[src/hdl/dor_pkg.sv]
package dor_pkg;
	// ---------------------------------------------------------------
	// bus geometry
	// ---------------------------------------------------------------
	localparam int          AXI_AW         = 8;
	localparam int          AXI_DW         = 32;
	localparam logic [1:0]  RESP_OKAY      = 2'h0;
	localparam logic [1:0]  RESP_SLVERR    = 2'h2;
	// ---------------------------------------------------------------
	// register offsets
	// ---------------------------------------------------------------
	localparam logic [7:0]  OFS_CTRL       = 8'h00;
	localparam logic [7:0]  OFS_KEY_RED    = 8'h04;
	localparam logic [7:0]  OFS_KEY_GREEN  = 8'h08;
	localparam logic [7:0]  OFS_KEY_BLUE   = 8'h0C;
	localparam logic [7:0]  OFS_STATUS     = 8'h10;
	// ---------------------------------------------------------------
	// control fields and reset values
	// ---------------------------------------------------------------
	localparam int          CTL_SGL_SCAN   = 0;
	localparam int          CTL_TWIN       = 1;
	localparam int          CTL_FMT_LO     = 4;
	localparam int          CTL_DAC_OE     = 7;
	localparam int          CTL_KEY_OE     = 8;
	localparam int          CTL_SYNC_OE    = 9;
	localparam int          CTL_DATA_OE    = 10;
	localparam int          CTL_KEY_POL    = 11;
	localparam int          CTL_CSPACE_LO  = 12;
	localparam logic [31:0] CTRL_RESET     = 32'h0000_0000;
	localparam logic [15:0] LIMIT_RESET    = 16'hFF00;
	localparam int          STS_FLAG       = 0;
	localparam int          STS_KEY        = 1;
	localparam int          STS_MIX_LO     = 8;
	// ---------------------------------------------------------------
	// bit stream formats and colour spaces
	// ---------------------------------------------------------------
	typedef enum logic [2:0] {
		FMT_ANALOG_PRIMARY = 3'h0,
		FMT_SERIAL_9BIT    = 3'h1,
		FMT_SERIAL_12BIT   = 3'h2,
		FMT_SERIAL_16BIT   = 3'h3,
		FMT_SERIAL_18BIT   = 3'h4,
		FMT_SERIAL_24BIT   = 3'h5,
		FMT_PARALLEL_A     = 3'h6,
		FMT_PARALLEL_B     = 3'h7
	} dor_fmt_e;
	typedef enum logic [3:0] {
		CS_RGB111 = 4'h0,
		CS_RGB222 = 4'h1,
		CS_RGB8BPP = 4'h2,
		CS_RGB333 = 4'h3,
		CS_RGB444 = 4'h4,
		CS_RGB555 = 4'h5,
		CS_RGB565 = 4'h6,
		CS_RGB666 = 4'h7,
		CS_RGB888 = 4'h8
	} dor_cspace_e;
	// mixer positions
	localparam int          MIX_LAMP       = 5;
	localparam int          MIX_FLAG       = 6;
	localparam int          MIX_GATE       = 7;
	localparam int          MIX_DATA_LO    = 3;
	localparam int          DATA_SHARED_LO = 19;
endpackage : dor_pkg

[src/hdl/dor_key_if.sv]
`timescale 1ns/10ps
interface dor_key_if;
	logic [23:0] pixel;
	logic [3:0]  cspace;
	logic [15:0] lim_red;
	logic [15:0] lim_green;
	logic [15:0] lim_blue;
	logic        match;
	modport src (output pixel, cspace, lim_red, lim_green, lim_blue, input match);
	modport chk (input pixel, cspace, lim_red, lim_green, lim_blue, output match);
endinterface : dor_key_if

[src/hdl/dor_key_match.sv]
`timescale 1ns/10ps
module dor_key_match (
	// compare port
	dor_key_if.chk kif
);
	import dor_pkg::*;

	// ---------------------------------------------------------------
	// channel split and window test
	// ---------------------------------------------------------------
	function automatic logic [23:0] split(input logic [3:0] cs, input logic [23:0] p);
		logic [23:0] c;
		c = 24'h000000;
		unique case (cs)
			CS_RGB111:  c = {7'h00, p[2], 7'h00, p[1], 7'h00, p[0]};
			CS_RGB222:  c = {6'h00, p[5:4], 6'h00, p[3:2], 6'h00, p[1:0]};
			CS_RGB8BPP: c = {5'h00, p[7:5], 5'h00, p[4:2], 6'h00, p[1:0]};
			CS_RGB333:  c = {5'h00, p[8:6], 5'h00, p[5:3], 5'h00, p[2:0]};
			CS_RGB444:  c = {4'h0, p[11:8], 4'h0, p[7:4], 4'h0, p[3:0]};
			CS_RGB555:  c = {3'h0, p[15:11], 3'h0, p[10:6], 3'h0, p[4:0]};
			CS_RGB565:  c = {3'h0, p[15:11], 2'h0, p[10:5], 3'h0, p[4:0]};
			CS_RGB666:  c = {2'h0, p[17:12], 2'h0, p[11:6], 2'h0, p[5:0]};
			CS_RGB888:  c = p;
			default:    c = p;
		endcase
		return c;
	endfunction : split

	function automatic logic inside_lim(input logic [7:0] v, input logic [15:0] lim);
		return (v >= lim[7:0]) && (v <= lim[15:8]);
	endfunction : inside_lim

	logic [23:0] chan;

	assign chan      = split(kif.cspace, kif.pixel);
	assign kif.match = inside_lim(chan[23:16], kif.lim_red)
		&& inside_lim(chan[15:8], kif.lim_green)
		&& inside_lim(chan[7:0], kif.lim_blue);
endmodule : dor_key_match

[src/hdl/dor_output_stage.sv]
// The register offsets and the AXI4-Lite register port were left to the implementer.
`timescale 1ns/10ps
// Summary of operation
// - analog pins drive only in single scan analog, or twin with serial formats
// - analog pins float whenever converter output enable is clear
// - line, frame, reference sync pins carry mixers 0, 1 and 2
// - sync pins pass any mixer waveform without fixed function
// - mixers 3 to 7 appear on data pin bits 19 to 23
// - mixer 7 gates the pixel clock internally
// - mixer 6 sets the display sync flag software can poll
// - mixer 5 feeds the backlight lamp driver synchronisation
// - internal mixer connections hold regardless of display configuration
// - key match pin carries key result, floats when its enable clear
// - key asserts with chosen polarity for visible pixels inside limits
// - key stays inactive throughout blanking
// - one pixel per clock: key updates every pixel clock
// - several pixels per clock: key follows leftmost complete pixel
// - no complete pixel: key keeps previous leftmost complete pixel
// - match needs lower <= value <= upper on all three channels
// - channels split automatically by configured colour space
// - data bits 23:19 carry pixels only in 24-bit serial or analog twin
// - every pin group has its own output enable; only the analog codes are also forced to zero when it is clear
module dor_output_stage #(
	parameter int ADDR_W = dor_pkg::AXI_AW
) (
	// clock and reset
	input  wire logic                        REF_CLK,
	input  wire logic                        RST_N,
	// register bus
	input  wire logic [ADDR_W-1:0]           S_AXI_AWADDR,
	input  wire logic                        S_AXI_AWVALID,
	output      logic                        S_AXI_AWREADY,
	input  wire logic [dor_pkg::AXI_DW-1:0]  S_AXI_WDATA,
	input  wire logic [3:0]                  S_AXI_WSTRB,
	input  wire logic                        S_AXI_WVALID,
	output      logic                        S_AXI_WREADY,
	output      logic [1:0]                  S_AXI_BRESP,
	output      logic                        S_AXI_BVALID,
	input  wire logic                        S_AXI_BREADY,
	input  wire logic [ADDR_W-1:0]           S_AXI_ARADDR,
	input  wire logic                        S_AXI_ARVALID,
	output      logic                        S_AXI_ARREADY,
	output      logic [dor_pkg::AXI_DW-1:0]  S_AXI_RDATA,
	output      logic [1:0]                  S_AXI_RRESP,
	output      logic                        S_AXI_RVALID,
	input  wire logic                        S_AXI_RREADY,
	// pixel pipeline
	input  wire logic                        PIX_CLK,
	input  wire logic [23:0]                 PIX_DATA,
	input  wire logic [23:0]                 PIX_KEY_DATA,
	input  wire logic                        PIX_VISIBLE,
	input  wire logic                        PIX_COMPLETE,
	input  wire logic [7:0]                  ANA_RED_IN,
	input  wire logic [7:0]                  ANA_GREEN_IN,
	input  wire logic [7:0]                  ANA_BLUE_IN,
	input  wire logic [7:0]                  SYNC_MIX,
	// analog colour pins
	output      logic [7:0]                  ANA_RED,
	output      logic [7:0]                  ANA_GREEN,
	output      logic [7:0]                  ANA_BLUE,
	output      logic                        ANA_OE,
	// sync pins
	output      logic                        LINE_SYNC_PIN,
	output      logic                        FRAME_SYNC_PIN,
	output      logic                        REFERENCE_SYNC_PIN,
	output      logic                        SYNC_OE,
	// pixel data pins
	output      logic [23:0]                 PIXEL_DATA_PINS,
	output      logic                        PIXEL_DATA_OE,
	// key pin
	output      logic                        KEY_MATCH_PIN,
	output      logic                        KEY_MATCH_OE,
	// internal consumers
	output      logic                        PIX_CLK_GATE,
	output      logic                        LAMP_SYNC,
	output      logic                        DISPLAY_SYNC_FLAG
);
	import dor_pkg::*;

	// ---------------------------------------------------------------
	// parameter check
	// ---------------------------------------------------------------
	if (ADDR_W < 5) begin : g_bad_aw
		$error("address width too small for register map");
	end

	// ---------------------------------------------------------------
	// state
	// ---------------------------------------------------------------
	typedef struct packed {
		logic [1:0]  pck_sync;
		logic        pck_prev;
		logic        mix6_prev;
		logic [31:0] ctrl;
		logic [15:0] lim_red;
		logic [15:0] lim_green;
		logic [15:0] lim_blue;
		logic        flag;
		logic        key_act;
		logic        aw_ok;
		logic [7:0]  awaddr;
		logic        w_ok;
		logic [31:0] wdata;
		logic [3:0]  wstrb;
		logic        bvalid;
		logic [1:0]  bresp;
		logic        rvalid;
		logic [31:0] rdata;
		logic [1:0]  rresp;
		logic [23:0] ana;
		logic        ana_oe;
		logic [2:0]  sync;
		logic        sync_oe;
		logic [23:0] dpins;
		logic        d_oe;
		logic        key_pin;
		logic        key_oe;
		logic        gate;
		logic        lamp;
	} dor_state_s;

	dor_state_s r;
	dor_state_s next_r;

	dor_key_if kif ();
	dor_key_match u_key (
		.kif (kif.chk)
	);

	// ---------------------------------------------------------------
	// helpers
	// ---------------------------------------------------------------
	function automatic logic [31:0] merge(input logic [31:0] old, input logic [31:0] d,
		input logic [3:0] s);
		logic [31:0] m;
		m = old;
		for (int i = 0; i < 4; i++) begin
			if (s[i]) begin
				m[8*i +: 8] = d[8*i +: 8];
			end
		end
		return m;
	endfunction : merge

	function automatic logic known(input logic [7:0] a);
		return (a == OFS_CTRL) || (a == OFS_KEY_RED) || (a == OFS_KEY_GREEN)
			|| (a == OFS_KEY_BLUE) || (a == OFS_STATUS);
	endfunction : known

	logic       pix_edge;
	logic       mix6_rise;
	logic       sgl;
	logic       twin;
	dor_fmt_e   fmt;
	logic       serial_fmt;
	logic       ana_drive;
	logic       data_hi_pix;
	logic [7:0] ar;
	logic [31:0] status;

	assign pix_edge    = r.pck_sync[1] & ~r.pck_prev;
	assign mix6_rise   = SYNC_MIX[MIX_FLAG] & ~r.mix6_prev;
	assign sgl         = r.ctrl[CTL_SGL_SCAN];
	assign twin        = r.ctrl[CTL_TWIN];
	assign fmt         = dor_fmt_e'(r.ctrl[CTL_FMT_LO +: 3]);
	assign serial_fmt  = (fmt >= FMT_SERIAL_9BIT) && (fmt <= FMT_SERIAL_24BIT);
	assign ana_drive   = sgl && ((fmt == FMT_ANALOG_PRIMARY) || (twin && serial_fmt));
	assign data_hi_pix = sgl && ((fmt == FMT_SERIAL_24BIT)
		|| ((fmt == FMT_ANALOG_PRIMARY) && twin));
	assign ar          = 8'(S_AXI_ARADDR);
	assign status      = {16'h0000, SYNC_MIX, 6'h00, r.key_act, r.flag};

	assign kif.pixel     = PIX_KEY_DATA;
	assign kif.cspace    = r.ctrl[CTL_CSPACE_LO +: 4];
	assign kif.lim_red   = r.lim_red;
	assign kif.lim_green = r.lim_green;
	assign kif.lim_blue  = r.lim_blue;

	// ---------------------------------------------------------------
	// next state
	// ---------------------------------------------------------------
	always_comb begin
		logic wr;
		logic clr;
		wr     = 1'b0;
		clr    = 1'b0;
		next_r = r;
		// pixel clock from another domain, edge found after two stages
		next_r.pck_sync  = {r.pck_sync[0], PIX_CLK};
		next_r.pck_prev  = r.pck_sync[1];
		next_r.mix6_prev = SYNC_MIX[MIX_FLAG];

		// write address and data taken in either order
		if (S_AXI_AWVALID && !r.aw_ok) begin
			next_r.aw_ok  = 1'b1;
			next_r.awaddr = 8'(S_AXI_AWADDR);
		end
		if (S_AXI_WVALID && !r.w_ok) begin
			next_r.w_ok  = 1'b1;
			next_r.wdata = S_AXI_WDATA;
			next_r.wstrb = S_AXI_WSTRB;
		end
		if (r.bvalid && S_AXI_BREADY) begin
			next_r.bvalid = 1'b0;
		end
		if (r.aw_ok && r.w_ok && !r.bvalid) begin
			wr            = 1'b1;
			next_r.aw_ok  = 1'b0;
			next_r.w_ok   = 1'b0;
			next_r.bvalid = 1'b1;
			next_r.bresp  = known(r.awaddr) ? RESP_OKAY : RESP_SLVERR;
		end
		if (wr) begin
			unique case (r.awaddr)
				OFS_CTRL:      next_r.ctrl = merge(r.ctrl, r.wdata, r.wstrb);
				OFS_KEY_RED:   next_r.lim_red = 16'(merge({16'h0000, r.lim_red},
					r.wdata, r.wstrb));
				OFS_KEY_GREEN: next_r.lim_green = 16'(merge({16'h0000, r.lim_green},
					r.wdata, r.wstrb));
				OFS_KEY_BLUE:  next_r.lim_blue = 16'(merge({16'h0000, r.lim_blue},
					r.wdata, r.wstrb));
				OFS_STATUS:    clr = r.wstrb[0] & r.wdata[STS_FLAG];
				default:       clr = 1'b0;
			endcase
		end

		// flag set by mixer 6, set beats clear
		next_r.flag = (r.flag & ~clr) | mix6_rise;

		// read answered one cycle after the address is taken
		if (r.rvalid && S_AXI_RREADY) begin
			next_r.rvalid = 1'b0;
		end
		if (S_AXI_ARVALID && !r.rvalid) begin
			next_r.rvalid = 1'b1;
			next_r.rresp  = known(ar) ? RESP_OKAY : RESP_SLVERR;
			unique case (ar)
				OFS_CTRL:      next_r.rdata = r.ctrl;
				OFS_KEY_RED:   next_r.rdata = {16'h0000, r.lim_red};
				OFS_KEY_GREEN: next_r.rdata = {16'h0000, r.lim_green};
				OFS_KEY_BLUE:  next_r.rdata = {16'h0000, r.lim_blue};
				OFS_STATUS:    next_r.rdata = status;
				default:       next_r.rdata = 32'h0000_0000;
			endcase
		end

		// colour key, decided once per pixel clock
		if (pix_edge) begin
			if (!PIX_VISIBLE) begin
				next_r.key_act = 1'b0;
			end else if (PIX_COMPLETE) begin
				// per pixel update; leftmost complete pixel
				next_r.key_act = kif.match;
			end
			// no complete pixel keeps last result
		end
		next_r.key_pin = next_r.key_act ? r.ctrl[CTL_KEY_POL] : ~r.ctrl[CTL_KEY_POL];
		next_r.key_oe  = r.ctrl[CTL_KEY_OE];

		// analog pins, float unless both allow
		next_r.ana_oe = ana_drive & r.ctrl[CTL_DAC_OE];
		next_r.ana    = next_r.ana_oe ? {ANA_RED_IN, ANA_GREEN_IN, ANA_BLUE_IN} : 24'h000000;

		// sync pins pass mixer waveforms as they are
		next_r.sync    = SYNC_MIX[2:0];
		next_r.sync_oe = r.ctrl[CTL_SYNC_OE];
		next_r.d_oe    = r.ctrl[CTL_DATA_OE];

		// shared data bits carry mixers 3..7 unless pixels own them
		next_r.dpins = PIX_DATA;
		if (!data_hi_pix) begin
			next_r.dpins[23:DATA_SHARED_LO] = SYNC_MIX[MIX_GATE:MIX_DATA_LO];
		end

		next_r.gate = SYNC_MIX[MIX_GATE];
		next_r.lamp = SYNC_MIX[MIX_LAMP];
	end

	// ---------------------------------------------------------------
	// registers
	// ---------------------------------------------------------------
	always_ff @(posedge REF_CLK or negedge RST_N) begin
		if (!RST_N) begin
			r           <= '0;
			r.ctrl      <= CTRL_RESET;
			r.lim_red   <= LIMIT_RESET;
			r.lim_green <= LIMIT_RESET;
			r.lim_blue  <= LIMIT_RESET;
			r.key_pin   <= 1'b1;
		end else begin
			r <= next_r;
		end
	end

	// ---------------------------------------------------------------
	// outputs
	// ---------------------------------------------------------------
	assign S_AXI_AWREADY      = !r.aw_ok;
	assign S_AXI_WREADY       = !r.w_ok;
	assign S_AXI_BVALID       = r.bvalid;
	assign S_AXI_BRESP        = r.bresp;
	assign S_AXI_ARREADY      = !r.rvalid;
	assign S_AXI_RVALID       = r.rvalid;
	assign S_AXI_RDATA        = r.rdata;
	assign S_AXI_RRESP        = r.rresp;
	assign ANA_RED            = r.ana[23:16];
	assign ANA_GREEN          = r.ana[15:8];
	assign ANA_BLUE           = r.ana[7:0];
	assign ANA_OE             = r.ana_oe;
	assign LINE_SYNC_PIN      = r.sync[0];
	assign FRAME_SYNC_PIN     = r.sync[1];
	assign REFERENCE_SYNC_PIN = r.sync[2];
	assign SYNC_OE            = r.sync_oe;
	assign PIXEL_DATA_PINS    = r.dpins;
	assign PIXEL_DATA_OE      = r.d_oe;
	assign KEY_MATCH_PIN      = r.key_pin;
	assign KEY_MATCH_OE       = r.key_oe;
	assign PIX_CLK_GATE       = r.gate;
	assign LAMP_SYNC          = r.lamp;
	assign DISPLAY_SYNC_FLAG  = r.flag;
endmodule : dor_output_stage

[config.mk]
export PLATFORM = sky130hd
export DESIGN_NAME = dor_output_stage
export DESIGN_NICKNAME = d
export VERILOG_FILES = /design/src/hdl/dor_pkg.sv /design/src/hdl/dor_key_if.sv /design/src/hdl/dor_key_match.sv /design/src/hdl/dor_output_stage.sv
export SDC_FILE = /design/constraint.sdc
export NUM_CORES = 1
export LEC_CHECK = 0
export ABC_AREA = 1
export BUFFER_PORTS_ARGS = -buffer_cell sky130_fd_sc_hd__clkbuf_2
export CORE_ASPECT_RATIO = 0.9
export CORE_UTILIZATION = 28
export DETAILED_ROUTE_END_ITERATION = 10
export PLACE_DENSITY = 0.59
export SYNTH_ARGS = -nofsm -noshare
export SYNTH_HDL_FRONTEND = slang
export SYNTH_SLANG_ARGS = --single-unit
export TNS_END_PERCENT = 10
[constraint.sdc]
create_clock -name REF_CLK -period 6.6 [get_ports REF_CLK]
set_input_delay 0.66 -clock REF_CLK [delete_from_list [all_inputs] [get_ports REF_CLK]]
set_output_delay 0.66 -clock REF_CLK [all_outputs]
set_load 0.02 [all_outputs]
==> summary.txt <==
Routing
  – WL final: 31,670 um
  – Number of remaining DRC errors: 0
  – Average wire per standard cell: 16.46 um
  – Via count: 8,422
  – Routed Antenna Nets: 0
  – Met2 wire len: 13,420 um
  – Initial DRT Pass Iterations: 5
  – Metal-1 WL: 15,150 um
  – Routed vias/inst: 4.377
  – Top Metal Used: met4
  – 1st-iter DRT viols: 596
  – Met3 WL post-DR: 2404 um

Yosys
  – Post-Syn Area per Cell: 8.947 um2
  – Yosys cell types: 40
  – Yosys Warn Count: 0
  – Yosys reg bits: 226
  – Mapped cell area: 10,960 um2
  – Seq/Total Area, Yosys: 51.88%
  – Synth Instances: 1,225

Critical path
  – Worst-case reg-to-reg path depth: 20
  – Critical Path Fanout Max: 20
  – Setup CP Type: reg -> reg
  – Worst Setup End Kind: flip-flop
  – Worst setup SP type: flip-flop
  – CP arrival: 3780 ps
  – Critical Path RT: 7080 ps

Clock tree
  – TritonCTS buffer count: 25
  – Clk Latency, worst-skew pair: 550 ps
  – Setup Fix Bufs, Post-CTS: 0
  – H-tree depth: 1
  – Cts repair resizes: 0
  – Hold buffer count at cts: 0
  – Clk buf depth: 3
  – CTS tree: done
  – Clock slew at reported path FFs: 70 ps
  – Root Driver: clkbuf_16
  – CTS Sinks: 226

Timing
  – Final WS setup: 3298 ps
  – Fmax: 0.3028 GHz
  – Slew HR: 27.71%
  – Endpoints failing setup: 0
  – Min cycle time layout: 3302 ps
  – Fin. Hold Viols: 0
  – Clock skew: 23.40 ps
  – Setup TNS: 0 ps
  – Final period util: 50.04%
  – Worst Tran Pin Value: 1082 ps
  – RSZ-0062 raised after global routing: false
  – Count of pins over their slew limit: 0

Cells and area
  – Final core occ: 33.37%
  – Final Non-Filler Cells: 1,924
  – Area growth from synthesis to layout: 17.08%
  – Fin nets: 1,570
  – Layout cells sized above 1: 24.39%

Global route
  – Global Route Usage Sum: 15.91%
  – Vias in the first global route: 8,297
  – Grt ovf: 0
  – Largest net degree at the start of global routing: 122
  – Initial antenna violation count: 1
  – First-pass GRT wire length: 48,670 um

Floorplan
  – Die area: 39,940 um2
  – Initial core utilization: 28.50%
  – Chip height: 189.7 um
  – IO Pins: 242
  – Core area: 38,460 um2
  – Row count: 68
  – Die Wd: 210.6 um

Worst hold path
  – Hold crit path type: in -> async

Place
  – Port bufs: 239
  – Cells after DPL: 1,878
  – Dpl hpwl: 24,090 um
  – Placer Congestion: 0.9113
  – Post-place setup slack: 3371 ps

Power
  – PwrDens: 326.9 nW/um2
  – Tot Pwr: 4.195 mW
  – VDD IR-drop max: 0.0001506 V
  – Leak Pwr: 6.534 nW

Outcome
  – Outcome: complete, no violations

Flow run
  – Max-cap violations: 0
==> kinds of logic after synthesis <==
kind of cell	share of synthesized area, %
buffers and inverters	13.74
adders and majority gates	5.479
DFF	51.88
other	0.03421
AOI/OAI and AO/OA	12.69
muxes	2.260
and+or+nand+nor	13.90
==> layout make-up <==
class	count	area [um2]
fillers	4085	25620
repair buffers	243	1236
flip-flops and latches	226	5687
multi-input cells	696	3774
diodes	1	2.502
clock inverters	10	87.58
clock buffers	35	683.2
well taps	525	656.9
inverters	188	705.7
==> through the flow <==
stage	cell area [um2]	hold slack [ps]
final	12830	143.5
after global routing	12830	192.3
after CTS	12830	192.0
after detailed placement	12060	334.7
after global placement	12060	336.0
after floorplan	10960	331.2
==> critical path, cell delays in order (launching register included) <==
cell	delay, ps
dfrtp_1	640
nor2_1	490
nand3_1	320
o21ai_0	240
a221oi_1	70
a31oi_1	340
ha_1	310
nand2_1	60
inv_1	40
nand2_1	50
nand2_1	40
nand2_1	50
nand2_1	40
nand2_1	110
nand2_1	70
inv_1	50
nand2_1	50
nand2_1	70
nand2_1	60
nand2_1	50
nand2_1	50
==> synthesized netlist by cell type, drive strengths merged <==
cell type  number  area [um2]
nor3            9       71.32
dfstp          25       656.9
conb            1       3.750
a21o            1       7.510
nor4            4       40.04
a22oi           2       15.01
nor2          111       424.2
a41oi           2       17.52
o2bb2ai         1       8.760
ha             48       600.6
o21bai          2       15.01
o31ai          12       90.09
o221ai          2       17.52
mux2           22       247.7
a21oi          83       415.4
dfrtp         201        5030
o22ai          24       150.1
o21a            5       37.54
nand2         229       869.6
buf            98       733.2
or2             2       17.52
inv           188       705.7
a211oi          1       7.510
o2111ai         3       26.28
nand3          14       70.07
a221oi          4       35.03
o21ai         102       510.5
a31oi           6       37.54
clkbuf         18       67.56
nand4           5       31.28
==> per-layer routing <==
metal	vias to the layer above	GRT usage, %
met3	41	4.440
li1	4158	-
met1	3932	22.54
met4	0	4.125
met5	-	0
met2	291	23.74
==> where the power goes <==
part | leakage, nW | switching [mW] | internal (mW)
logic | 3.33 | 0.691 | 0.375
registers | 2.83 | 0.141 | 1.65
clock network | 0.375 | 0.575 | 0.763
total | 6.53 | 1.41 | 2.79
==> flip-flops by register name, summed over array words and instances (netlist names), 5 cells and up <==
register / count
ANA_GREEN: 8
ANA_RED: 8
PIXEL_DATA_PINS: 24
S_AXI_RDATA: 32
next_r: 5
r: 71
kif.lim_green: 16
kif.lim_blue: 16
ANA_BLUE: 8
kif.lim_red: 16
==> worst paths after layout <==
kind	start	to	slack [ps]
max	kif.cspace[3]$_DFFE_PN0P_	KEY_MATCH_PIN$_DFF_PN1_	3300
min	RST_N	PIXEL_DATA_PINS[6]$_DFF_PN0_	140
max reg2reg	kif.cspace[3]$_DFFE_PN0P_	KEY_MATCH_PIN$_DFF_PN1_	3300
min reg2reg	next_r[227]$_DFF_PN0_	next_r[225]$_DFF_PN0_	350
max in group asynchronous	RST_N	r[209]$_DFFE_PN0P_	4830
min in group REF_CLK	PIX_DATA[6]	PIXEL_DATA_PINS[6]$_DFF_PN0_	220
==> cell usage in the layout, fill, tap and decap left out, types with 2 or more instances in the layout <==
cell type,n
conb_1,2
clkbuf_2,238
nor3_1,5
o221ai_1,2
ha_1,48
clkbuf_8,2
nor2_1,110
clkbuf_1,8
a221oi_1,4
inv_1,187
o21a_1,5
mux2_2,22
dfstp_2,25
a21oi_1,83
o21bai_1,2
o2111ai_1,3
nor3_2,3
o31ai_1,12
o22ai_1,24
a31oi_1,6
a22oi_1,2
a41oi_1,2
nand4_1,5
o21ai_1,2
nand2_1,224
clkinvlp_4,2
o21ai_0,100
inv_6,2
or2_4,2
dfrtp_1,201
clkinv_2,5
buf_4,4
clkbuf_16,25
nor4_1,3
nand3_1,14
nand2_2,5
(Power assumes the default switching activity.)
